$ cat config.mk
export PLATFORM = sky130hd
export DESIGN_NAME = line_front_end_flat
export DESIGN_NICKNAME = d
export VERILOG_FILES = /design/src/logic/tdm_frame_pkg.sv /design/src/logic/tdm_frame_if.sv /design/src/logic/slot_shifter.sv /design/src/logic/line_front_end.sv /design/src/flat_wrapper.sv
export SDC_FILE = /design/constraint.sdc
export NUM_CORES = 1
export LEC_CHECK = 0
export ABC_AREA = 1
export BUFFER_PORTS_ARGS = -buffer_cell sky130_fd_sc_hd__buf_4
export CAP_MARGIN = 25
export CELL_PAD_IN_SITES_DETAIL_PLACEMENT = 1
export CELL_PAD_IN_SITES_GLOBAL_PLACEMENT = 1
export CORE_UTILIZATION = 40
export CTS_CLUSTER_SIZE = 8
export DETAILED_ROUTE_END_ITERATION = 12
export GPL_TIMING_DRIVEN = 1
export PLACE_DENSITY = 0.78
export SYNTH_ARGS = -nofsm -noshare
export SYNTH_HDL_FRONTEND = slang
export SYNTH_SLANG_ARGS = --single-unit
$ cat constraint.sdc
create_clock -name pclk -period 2.75 [get_ports pclk]
set_input_delay 0.275 -clock pclk [delete_from_list [all_inputs] [get_ports pclk]]
set_output_delay 0.275 -clock pclk [all_outputs]
set_load 0.02 [all_outputs]
$ cat src/logic/tdm_frame_pkg.sv
// Constants, codes and helpers for the framed line-port serial link.
// Assumes both ends import it whole and share one pclk.
package tdm_frame_pkg;
   // ----------------------------------------
   // Frame geometry
   // ----------------------------------------
   localparam int PORTS = 4;
   localparam int DATA_SLOTS = 8;
   localparam int SYNC_SLOT = 8;
   localparam int SYNC_BITS = 24;
   localparam int FRAME_BITS_2B1Q = 192;
   localparam int SLOT_BITS_2B1Q = 21;
   localparam int FRAME_BITS_4B3T = 128;
   localparam int SLOT_BITS_4B3T = 13;
   localparam int HEAD_BITS = 8;
   // Bit positions inside a data slot, first bit on the line is 0
   localparam int POS_CHG = 1;
   localparam int POS_PWR_DOWN = 2;
   localparam int POS_RANGE = 3;
   localparam int POS_LOOP = 4;
   localparam int POS_SYM = 5;
   // ----------------------------------------
   // Transmit latency
   // ----------------------------------------
   localparam int BIT_NS = 65;
   localparam int LAT_FIXED_BITS = 27;
   localparam int LAT_ANALOG_NS = 4000;
   localparam int LAT_ANALOG_BITS = (LAT_ANALOG_NS + BIT_NS - 1) / BIT_NS;
   localparam int LAT_MARGIN_BITS = 1;
   // ----------------------------------------
   // Pulse codes: bit 2 is the sign
   // ----------------------------------------
   localparam logic [2:0] SYM_ZERO = 3'h0;
   localparam logic [2:0] SYM_P1 = 3'h1;
   localparam logic [2:0] SYM_P3 = 3'h3;
   localparam logic [2:0] SYM_M1 = 3'h5;
   localparam logic [2:0] SYM_M3 = 3'h7;
   // ----------------------------------------
   // Companion register map and reset values
   // ----------------------------------------
   localparam logic [7:0] REG_PORT0 = 8'h00;
   localparam logic [7:0] REG_STATUS = 8'h10;
   localparam int FLD_PWR_DOWN = 0;
   localparam int FLD_RANGE = 1;
   localparam int FLD_LOOP = 2;
   localparam int FLD_CHG = 3;
   localparam int FLD_SYM = 4;
   localparam logic [6:0] PORT_RESET = 7'h01;

   typedef enum logic [1:0] {HUNT = 2'b01, LOCKED = 2'b10} lock_state_t;

   function automatic logic [7:0] frame_len(input logic code_4b3t);
      frame_len = code_4b3t ? 8'(FRAME_BITS_4B3T) : 8'(FRAME_BITS_2B1Q);
   endfunction

   function automatic logic [4:0] slot_len(input logic code_4b3t);
      slot_len = code_4b3t ? 5'(SLOT_BITS_4B3T) : 5'(SLOT_BITS_2B1Q);
   endfunction
endpackage

$ cat src/logic/tdm_frame_if.sv
// Wires between the front end and its companion transceiver.
// Assumes the bench instantiates it and hands a modport to each end.
interface tdm_frame_if;
   logic master_clock_out;
   logic serial_frame_in;
   logic serial_status_out;
   logic [3:0] adc_bitstream_outputs;

   modport device (
      output master_clock_out,
      output serial_status_out,
      output adc_bitstream_outputs,
      input serial_frame_in
   );
   modport companion (
      input master_clock_out,
      input serial_status_out,
      input adc_bitstream_outputs,
      output serial_frame_in
   );
endinterface

$ cat src/logic/slot_shifter.sv
// Shift register for slot heads, MSB first on the line.
// Load takes priority over shift when both are raised.
module slot_shifter #(
   parameter int W = 8
) (
   // Clock and reset
   input wire logic pclk,
   input wire logic presetn,
   // Control
   input wire logic shift_en,
   input wire logic load_en,
   input wire logic [W-1:0] load_word,
   input wire logic serial_in,
   // Result
   output logic [W-1:0] word,
   output logic serial_out
);
   initial begin
      if (W < 2) $error("slot_shifter needs W >= 2");
   end

   // Load or shift towards the MSB
   always_ff @(posedge pclk or negedge presetn) begin
      if (!presetn) begin
         word <= '0;
      end else if (load_en) begin
         word <= load_word;
      end else if (shift_en) begin
         word <= {word[W-2:0], serial_in};
      end
   end

   assign serial_out = word[W-1];
endmodule

$ cat src/logic/line_front_end.sv
// Front-end end of the link: makes the bit clock, locks to the frame,
// latches port settings, decodes pulses, returns level and ADC bits.
// Assumes the companion launches each bit after a rising bit clock edge.
//
// Chosen elsewhere: the address map (tdm_frame_pkg) and the APB slave port (line_transceiver_end).
module line_front_end
   import tdm_frame_pkg::*;
#(
   parameter int BIT_HALF = 4
) (
   // Clock and reset
   input wire logic pclk,
   input wire logic presetn,
   // Link
   tdm_frame_if.device link,
   // Line code strap, 1 = 4B3T
   input wire logic line_code_4b3t,
   // Analog side inputs
   input wire logic [PORTS-1:0] level_above_threshold,
   input wire logic [PORTS-1:0] adc_modulator_bit,
   // Port controls and pulses
   output logic [PORTS-1:0] port_power_down,
   output logic [PORTS-1:0] port_range_on,
   output logic [PORTS-1:0] port_loop_closed,
   output logic [PORTS-1:0] line_pulse_strobe,
   output logic [3*PORTS-1:0] line_pulse_level,
   // Lock status
   output logic frame_locked
);
   initial begin
      if (BIT_HALF < 4) $error("BIT_HALF below 4 breaks bit sampling");
   end

   // ----------------------------------------
   // Bit clock divider
   // ----------------------------------------
   localparam logic [7:0] PHASE_LAST = 8'(2 * BIT_HALF - 1);
   logic [7:0] phase;
   logic bit_evt;
   logic mclk;

   // Free-running phase; sample point is the last phase of a bit
   always_ff @(posedge pclk or negedge presetn) begin
      if (!presetn) begin
         phase <= PHASE_LAST; // Bit end, so the first high half is full length
         mclk <= 1'b0;
      end else begin
         phase <= (phase == PHASE_LAST) ? 8'h00 : phase + 8'h01;
         mclk <= (phase == PHASE_LAST) || (phase < 8'(BIT_HALF - 1));
      end
   end

   assign bit_evt = (phase == PHASE_LAST);
   assign link.master_clock_out = mclk;

   // ----------------------------------------
   // Input synchronisers
   // ----------------------------------------
   logic [1:0] rx_sync;
   logic [PORTS-1:0] lvl_s1, lvl_s2, adc_s1, adc_s2;
   logic rx_bit;

   // Two flops on the frame, level and ADC inputs; the line code strap is used directly
   always_ff @(posedge pclk or negedge presetn) begin
      if (!presetn) begin
         rx_sync <= '0;
         lvl_s1 <= '0;
         lvl_s2 <= '0;
         adc_s1 <= '0;
         adc_s2 <= '0;
      end else begin
         rx_sync <= {rx_sync[0], link.serial_frame_in};
         lvl_s1 <= level_above_threshold;
         lvl_s2 <= lvl_s1;
         adc_s1 <= adc_modulator_bit;
         adc_s2 <= adc_s1;
      end
   end

   assign rx_bit = rx_sync[1];

   // ----------------------------------------
   // Frame lock and position
   // ----------------------------------------
   lock_state_t state, next_state;
   logic [4:0] zero_run;
   logic [3:0] slot, next_slot;
   logic [4:0] off, next_off;
   logic [7:0] pos, next_pos;
   logic start_seen;
   logic [4:0] slen;
   logic [7:0] flen;

   assign slen = slot_len(line_code_4b3t);
   assign flen = frame_len(line_code_4b3t);
   assign start_seen = rx_bit && (zero_run >= 5'(SYNC_BITS));

   // Position of the bit sampled at this event
   always_comb begin
      next_state = state;
      next_slot = slot;
      next_off = off;
      next_pos = pos;
      if (start_seen) begin
         next_state = LOCKED;
         next_slot = '0;
         next_off = '0;
         next_pos = '0;
      end else if (state == LOCKED) begin
         next_pos = pos + 8'h01;
         if (slot == 4'(SYNC_SLOT)) begin
            next_off = off + 5'h01;
            if (off == 5'(SYNC_BITS - 1)) begin
               next_state = HUNT;
            end
         end else if (off == slen - 5'h01) begin
            next_slot = slot + 4'h1;
            next_off = '0;
            if (slot != 4'(DATA_SLOTS - 1) && !rx_bit) begin
               next_state = HUNT;
            end
         end else begin
            next_off = off + 5'h01;
         end
      end
   end

   // Zero run counter saturates at the sync length
   always_ff @(posedge pclk or negedge presetn) begin
      if (!presetn) begin
         zero_run <= '0;
      end else if (bit_evt) begin
         if (rx_bit) begin
            zero_run <= '0;
         end else if (zero_run < 5'(SYNC_BITS)) begin
            zero_run <= zero_run + 5'h01;
         end
      end
   end

   // Lock state and counters move once per bit
   always_ff @(posedge pclk or negedge presetn) begin
      if (!presetn) begin
         state <= HUNT;
         slot <= '0;
         off <= '0;
         pos <= '0;
         frame_locked <= 1'b0;
      end else if (bit_evt) begin
         state <= next_state;
         slot <= next_slot;
         off <= next_off;
         pos <= next_pos;
         frame_locked <= (next_state == LOCKED);
      end
   end

   // ----------------------------------------
   // Slot head capture
   // ----------------------------------------
   logic [HEAD_BITS-1:0] head_word, head;
   logic head_done;
   logic [1:0] port;

   slot_shifter #(.W(HEAD_BITS)) rx_head (
      .pclk(pclk),
      .presetn(presetn),
      .shift_en(bit_evt),
      .load_en(1'b0),
      .load_word('0),
      .serial_in(rx_bit),
      .word(head_word),
      .serial_out()
   );

   assign head = {head_word[HEAD_BITS-2:0], rx_bit};
   assign port = next_slot[2:1];
   // Odd data slots only; even slots are reserved and ignored
   assign head_done = bit_evt && (next_state == LOCKED) && next_slot[0]
      && (next_slot < 4'(DATA_SLOTS)) && (next_off == 5'(HEAD_BITS - 1));

   // ----------------------------------------
   // Port controls and symbols
   // ----------------------------------------
   logic [2:0] sym [PORTS];
   logic [2:0] next_sym;
   logic s2, s1, s0;

   assign s2 = head[HEAD_BITS - 1 - POS_SYM];
   assign s1 = head[HEAD_BITS - 2 - POS_SYM];
   assign s0 = head[HEAD_BITS - 3 - POS_SYM];

   // Symbol decode for the active line code
   always_comb begin
      next_sym = SYM_ZERO;
      if (line_code_4b3t) begin
         case ({s2, s1})
            2'b10: next_sym = SYM_P1;
            2'b11: next_sym = SYM_M1;
            default: next_sym = SYM_ZERO;
         endcase
      end else if (!s2) begin
         case ({s1, s0})
            2'b00: next_sym = SYM_M3;
            2'b01: next_sym = SYM_M1;
            2'b10: next_sym = SYM_P3;
            default: next_sym = SYM_P1;
         endcase
      end
   end

   // Settings change only on a flagged head; reset powers down
   always_ff @(posedge pclk or negedge presetn) begin
      if (!presetn) begin
         port_power_down <= '1;
         port_range_on <= '0;
         port_loop_closed <= '0;
      end else if (head_done && head[HEAD_BITS - 1 - POS_CHG]) begin
         port_power_down[port] <= head[HEAD_BITS - 1 - POS_PWR_DOWN];
         port_range_on[port] <= head[HEAD_BITS - 1 - POS_RANGE];
         port_loop_closed[port] <= head[HEAD_BITS - 1 - POS_LOOP];
      end
   end

   // Latest symbol per port
   always_ff @(posedge pclk or negedge presetn) begin
      if (!presetn) begin
         for (int k = 0; k < PORTS; k++) begin
            sym[k] <= SYM_ZERO;
         end
      end else if (head_done) begin
         sym[port] <= next_sym;
      end
   end

   // ----------------------------------------
   // Pulse scheduler
   // ----------------------------------------
   // Port k fires at a fixed frame position, a quarter frame apart,
   // so its latency after slot 2k+1 grows by 6 bits from one port to the next.
   logic [8:0] fire_base;
   assign fire_base = 9'(2 * slen) + 9'(3 + LAT_FIXED_BITS + LAT_ANALOG_BITS
      + LAT_MARGIN_BITS);

   function automatic logic [7:0] fire_pos(input logic [8:0] base,
                                            input logic [7:0] fl,
                                            input logic [1:0] k);
      logic [9:0] p;
      p = 10'(base) + 10'(k) * 10'(fl[7:2]);
      // Base plus three quarters of a frame stays below two frames
      if (p >= 10'(fl)) begin
         p = p - 10'(fl);
      end
      if (p >= 10'(fl)) begin
         p = p - 10'(fl);
      end
      fire_pos = p[7:0];
   endfunction

   // One strobe per port per frame while powered up
   always_ff @(posedge pclk or negedge presetn) begin
      if (!presetn) begin
         line_pulse_strobe <= '0;
         line_pulse_level <= '0;
      end else begin
         for (int k = 0; k < PORTS; k++) begin
            line_pulse_strobe[k] <= bit_evt && (next_state == LOCKED)
               && !port_power_down[k]
               && (next_pos == fire_pos(fire_base, flen, 2'(k)));
            if (bit_evt && next_pos == fire_pos(fire_base, flen, 2'(k))) begin
               line_pulse_level[3*k +: 3] <= sym[k];
            end
         end
      end
   end

   // ----------------------------------------
   // Level detect and status line
   // ----------------------------------------
   logic [PORTS-1:0] seen, lvl_bit;
   logic status_q;

   // One frame is one update interval; a new crossing wins over the restart
   always_ff @(posedge pclk or negedge presetn) begin
      if (!presetn) begin
         seen <= '0;
         lvl_bit <= '0;
      end else if (bit_evt && start_seen) begin
         lvl_bit <= seen | lvl_s2;
         seen <= lvl_s2;
      end else begin
         seen <= seen | lvl_s2;
      end
   end

   // Level bit after the start bit of each served slot, else low
   always_ff @(posedge pclk or negedge presetn) begin
      if (!presetn) begin
         status_q <= 1'b0;
      end else if (bit_evt) begin
         status_q <= (next_state == LOCKED) && next_slot[0]
            && (next_slot < 4'(DATA_SLOTS)) && (next_off != 5'h00)
            && lvl_bit[port];
      end
   end

   assign link.serial_status_out = status_q;

   // ----------------------------------------
   // ADC bit streams
   // ----------------------------------------
   logic [PORTS-1:0] adc_q;

   // Each port on its own line, held low in power down
   always_ff @(posedge pclk or negedge presetn) begin
      if (!presetn) begin
         adc_q <= '0;
      end else begin
         adc_q <= adc_s2 & ~port_power_down;
      end
   end

   assign link.adc_bitstream_outputs = adc_q;
endmodule

$ cat src/flat_wrapper.sv
// flat-port wrapper written by rule: the top's interface ports become plain ports
module line_front_end_flat import tdm_frame_pkg::*;
#(
   parameter int BIT_HALF = 4
)
  (pclk, presetn, line_code_4b3t, level_above_threshold, adc_modulator_bit, port_power_down, port_range_on, port_loop_closed, line_pulse_strobe, line_pulse_level, frame_locked, link_master_clock_out, link_serial_status_out, link_adc_bitstream_outputs, link_serial_frame_in);
  tdm_frame_if link_i ();
  input wire logic pclk;
  input wire logic presetn;
  input wire logic line_code_4b3t;
  input wire logic [PORTS-1:0] level_above_threshold;
  input wire logic [PORTS-1:0] adc_modulator_bit;
  output logic [PORTS-1:0] port_power_down;
  output logic [PORTS-1:0] port_range_on;
  output logic [PORTS-1:0] port_loop_closed;
  output logic [PORTS-1:0] line_pulse_strobe;
  output logic [3*PORTS-1:0] line_pulse_level;
  output logic frame_locked;
  output wire logic [$bits(link_i.master_clock_out)-1:0] link_master_clock_out;
  output wire logic [$bits(link_i.serial_status_out)-1:0] link_serial_status_out;
  output wire logic [$bits(link_i.adc_bitstream_outputs)-1:0] link_adc_bitstream_outputs;
  input wire logic [$bits(link_i.serial_frame_in)-1:0] link_serial_frame_in;
  assign link_master_clock_out = link_i.master_clock_out;
  assign link_serial_status_out = link_i.serial_status_out;
  assign link_adc_bitstream_outputs = link_i.adc_bitstream_outputs;
  assign link_i.serial_frame_in = link_serial_frame_in;
  line_front_end #(.BIT_HALF(BIT_HALF)) u_core (.pclk(pclk), .presetn(presetn), .link(link_i), .line_code_4b3t(line_code_4b3t), .level_above_threshold(level_above_threshold), .adc_modulator_bit(adc_modulator_bit), .port_power_down(port_power_down), .port_range_on(port_range_on), .port_loop_closed(port_loop_closed), .line_pulse_strobe(line_pulse_strobe), .line_pulse_level(line_pulse_level), .frame_locked(frame_locked));
endmodule
Word level (Yosys, flattened, before mapping)
Index checks and enable logic that the tools add are counted.

word-level totals
  register bits after elaboration = 111
  output and inout port bits = 35
  word-level logic and storage cells = 165

operators by class
  $add $sub $neg = 18
  multiply operators = 1
  order comparisons = 16
  eq/ne operators = 16
  mux-type cells = 44
  bitwise gates (word level) = 4
  reductions and logical operators = 36

operator list
  kind                   number
  $ge A10 B8 Y1          7
  $mux W8                7
  $mux W10               4
  $mux W5                7
  $eq A8 B8 Y1           4
  $sub A8 B8 Y8          4
  $sub A10 B8 Y10        3
  $logic_and A1 B1 Y1    26
  $mux W4                5
  $add A8 B1 Y8 const B  2
  $bwmux W12             1
  $bwmux W4              3
  $mux W2                6
  $add A5 B1 Y5 const B  2
  $add A9 B6 Y10         1
  $add A9 B7 Y10         1
  $add A9 B8 Y10         1
  $eq A2 B2 Y1 const B   5
  $sub A9 B8 Y10         1
  $ge A9 B8 Y1           1
  $mux W3                3
  $pmux W3 S3            1
  $add A6 B7 Y8 const B  1
  $eq A8 B3 Y1 const B   1
  other kinds (33)       38

Logic depth before layout (Yosys ltp)
  depth after elaboration = 13
  depth in mapped cells = 14
  depth with buffers taken out = 14

Hierarchy
From an unflattened synthesis, not the netlist that was laid out.

second synthesis, totals
  cell total of the unflattened synthesis = 624
  area, all modules = 5306.3 um^2

modules (own cells, without submodules)
  module          instances  cells each  area each (um^2)  sequential area each (um^2)
  line_front_end  1          579         4924.7            2637.5
  slot_shifter    1          45          381.6             200.2

Worst setup path before layout
Ideal clock, no wire load.

  path type = register to register
  start point = reg u_core.phase[0]
  end point = reg u_core.port_loop_closed[3]
  setup time = 0.065 ns
  arrival time = 1.943 ns
  required time = 2.685 ns
  setup slack = 0.742 ns
  stages on the path, launching flop included = 10
  path buffers = 1
  period minus slack after synthesis = 2.008 ns
  cell sequence = dfstp_2 -> ha_1 -> nand3_1 -> or2_1 -> nor2_1 -> nand3_2 -> nor3_4 -> buf_6 -> nand4_1 -> nand2_1

on the way
  word-level cells in the longest chain between the ends = 6

ends and longest elaborated chain
  element                            RTL line               source
  from (decl)                        line_front_end.sv:38   logic [7:0] phase;
  from (signal assigned)             line_front_end.sv:48   phase <= (phase == PHASE_LAST) ? 8'h00 : phase + 8'h01;
  $eq A8 B3 Y1                       line_front_end.sv:53   assign bit_evt = (phase == PHASE_LAST);
  $logic_and A1 B1 Y1 (2 in series)  line_front_end.sv:179  assign head_done = bit_evt && (next_state == LOCKED) && next_slot[0]
  $logic_and A1 B1 Y1 (2 in series)  line_front_end.sv:180  && (next_slot < 4'(DATA_SLOTS)) && (next_off == 5'(HEAD_BITS - 1));
  $logic_and A1 B1 Y1                line_front_end.sv:218  end else if (head_done && head[HEAD_BITS - 1 - POS_CHG]) begin
  to (signal, indexed assignment)    line_front_end.sv:221  port_loop_closed[port] <= head[HEAD_BITS - 1 - POS_LOOP];
  to (decl)                          line_front_end.sv:24   output logic [PORTS-1:0] port_loop_closed,

No other way between the ends.
A chain may end at the register's enable or synchronous reset.

Worst setup path in the final report
  start point = reg u_core.phase[0]
  end point = reg u_core.port_power_down[2]

on the way
  word-level cells in the longest chain between the ends = 6

ends and longest elaborated chain
  element                            RTL line               source
  $eq A8 B3 Y1                       line_front_end.sv:53
  $logic_and A1 B1 Y1 (2 in series)  line_front_end.sv:179
  $logic_and A1 B1 Y1 (2 in series)  line_front_end.sv:180
  $logic_and A1 B1 Y1                line_front_end.sv:218
  to (signal, indexed assignment)    line_front_end.sv:219  port_power_down[port] <= head[HEAD_BITS - 1 - POS_PWR_DOWN];
  to (decl)                          line_front_end.sv:22   output logic [PORTS-1:0] port_power_down,

No other way between the ends.

==> qor.yml <==
outcome: "finished clean"
post-route-period-util_pct: 85.9
synth_edf_count: 0
synth-seq-area-share_pct: 53.6
ir_drop_uv: 402
max_cap_violations: 0
initial_utilization_pct: 41.2
fin_skew_ns: 0.0133
critPathMaxStageDelay_ns: 0.54
crit_slowest_cell: "dfstp_2"
clock_sinks: 111
viasPerCell: 5.13
antennaDiodeCount: 0
clockBufferDepth: 2
hold_viol: 0
yosys_warnings: 0
synth_common_cells: "192 x nand2_1, 103 x dfrtp_1, 56 x inv_1"
die_height_microns: 116
die_w_microns: 116
use_met3_pct: 3.82
crit_chain: "ha_1 -> nand3_1 -> or2_1 -> nor2_1 -> nand3_2 -> nor3_4 -> buf_4 -> nand4_1 -> nand2_1"
crit_type: "reg2reg"
fin_cells: 822
final_nets: 665
avgSynthCellArea_sq_um: 8.72
rows: 41
grt_pass1_wl_microns: 22100
setup_viol: 0
rsz0062_at_grt: "false"
cp.required_ns: 3.04
grtUsageMet1_pct: 27.1
switchingPower_w: 0.000702
wl_per_cell_microns: 15.9
switching_share_pct: 22.6
drtPass1Iterations: 4
grt.total_usage_pct: 21.5
syn_inst: 596
place_hpwl_microns: 9560
dp_cells: 805
grt_max_degree: 64
async_reset_ff_share_pct: 100
reg2reg_depth: 9
crit_cells: 9
worst-path-buf-inv: 1
gp_congestion: 0.790
crit_family: "simple AND/OR/NAND/NOR gates"
grt_pass1_vias: 4497
cts_tree: "built"
post-cts-setup-buffers: 0
vias: 4218
synth_area_leaders: "dfrtp_1 50%, nand2_1 14%, nand4_1 4.5%, dfstp_2 4.0%, inv_1 4.0%"
report.final.slew_viol_count: 0
p_seq_share_pct: 53.9
h-tree-depth: 3
ys_ff_latch: 111
start_kind: "register"
finalSetupTns_ns: 0
endpoint_kind: "register"
cts_resized: 0
combPwrFrac_pct: 2.9
antenna_found_initial: 0
cts_buffers: 9
worstSkewPairLatency_ns: 0.35
crit_fanout: 12
p_int_w: 0.00240
hp-class: "in2reg"
clkSlewWorstSetupHoldPaths_ns: 0.07
fp.coreArea_sq_um: 12600
p_leak_nw: 3.11
grt-busiest-layer: "met2"
powerDensity_nw_per_um2: 514
synth_cell_types: 39
grt_overflow: 0
numPortBuffers: 46
synth_area_sq_um: 5200
clock-root-buffer: "clkbuf_16"
io_pins: 47
drt-initial-drc-count: 188
drc: 0
use_met2_pct: 37.5
yosysTopAreaCell: "dfrtp_1"
ctsHoldBuffers: 1
area_growth_pct: 16.4
max_freq_mhz: 423
synth_top_cell_area_share_pct: 49.6
drive_gt1_share_pct: 18.5
crit_arrival_ns: 2.66
clkPwrFrac_pct: 43.2
synth_most_common_cell: "nand2_1"
worst_pin_slew_ns: 0.627
timing.slew.headroom_pct: 58.2
synth_nets: 616
holdPathStages: 1
ant_nets: 0
die_area_sq_um: 13500
ys.flop_type: "dfrtp_1"
post-route-min-period_ns: 2.36
wl_microns: 13100
layout by cell type (no fill, tap or decap), types with 2 or more instances in the layout:
| master | instances |
|---|---|
| nor3_2 | 4 |
| nand3_2 | 11 |
| nor2_4 | 3 |
| buf_4 | 50 |
| inv_1 | 56 |
| dfrtp_1 | 103 |
| nand2_1 | 192 |
| nor3_1 | 6 |
| a31oi_1 | 2 |
| dfstp_2 | 8 |
| a21oi_2 | 2 |
| nand3_1 | 30 |
| nor2_1 | 31 |
| inv_6 | 2 |
| a21o_1 | 4 |
| nor2_2 | 6 |
| a21oi_1 | 6 |
| nor2_8 | 2 |
| nand2_2 | 4 |
| nand4_1 | 37 |
| ha_1 | 8 |
| clkbuf_16 | 9 |
| o21ai_0 | 37 |
| xor2_1 | 6 |
| nor3b_1 | 2 |
| inv_2 | 10 |
logic make-up (layout without fill, tap and decap cells):
logic type	after synthesis	after routing	share of synthesized area (%)
adder cells (fa/ha/maj)	8	8	1.93
AND/OR/NAND/NOR	335	335	31.3
buffers and inverters	80	134	6.16
XOR/XNOR	6	6	1.01
AO/OA/AOI/OAI	56	56	5.97
flip-flops	111	111	53.6
worst reg2reg max path: stages, from the launching register on:
cell	delay, ns
dfstp_2	0.54
ha_1	0.22
nand3_1	0.10
or2_1	0.25
nor2_1	0.23
nand3_2	0.22
nor3_4	0.30
buf_4	0.23
nand4_1	0.13
nand2_1	0.10
registers in the layout, summed over array words and instances (netlist names), 5 cells and up:
signal,count
u_core.sym,12
u_core.pos,8
u_core.line_pulse_level,12
u_core.zero_run,5
u_core.off,5
u_core.phase,8
u_core.rx_head.word,6
per-layer routing:
layer | routed length, microns | part of all wire (%)
met1 | 5740 | 44
met2 | 6760 | 52
met5 | 0 | 0
met4 | 212 | 1.6
met3 | 357 | 2.7
cell type report:
class | instances | area [sq um]
clock buffers | 10 | 229
clock inverters | 6 | 75.1
fillers | 1527 | 6570
inverters | 66 | 248
multi-input cells | 405 | 2090
flip-flops and latches | 111 | 2790
well taps | 172 | 215
repair buffers | 52 | 405
through the flow:
stage	util, %	power, W	setup WS (ns)	cell area (sq um)	hold WS, ns
final	47.9	0.00311	0.389	6050	0.0259
after global placement	45.4	0.00179	0.518	5730	0.321
after floorplan	-	0.00173	0.742	5200	-0.0206
after CTS	47.9	0.00314	0.354	6050	0.0143
after global routing	47.9	0.00323	0.103	6050	0.00672
after detailed placement	45.4	0.00180	0.382	5730	0.336
path summary, 6_finish.rpt:
kind                                      startpoint                    endpoint  slack, ns
worst min-delay path            link_serial_frame_in           u_core.rx_sync[0]       0.03
worst max register to register       u_core.phase[0]   u_core.port_power_down[2]       0.39
max in group asynchronous                    presetn             u_core.phase[1]       1.46
worst min register to register      u_core.lvl_s1[2]            u_core.lvl_s2[2]       0.35
min in group asynchronous                    presetn  u_core.line_pulse_level[3]       0.47
worst max-delay path                 u_core.phase[0]   u_core.port_power_down[2]       0.39
power by group through the flow:
| stage | Clock, W | Sequential, W | Combinational [W] |
|---|---|---|---|
| 3_3_place_gp | 0 | 0.00170 | 0.0000895 |
| 2_1_floorplan | 0 | 0.00170 | 0.0000289 |
| 4_1_cts | 0.00137 | 0.00167 | 0.0000957 |
| 3_5_place_dp | 0 | 0.00171 | 0.0000938 |
| 6_report | 0.00134 | 0.00167 | 0.0000912 |
| 5_1_grt | 0.00145 | 0.00168 | 0.000106 |
Note: power is estimated with default switching activity, not from simulation.
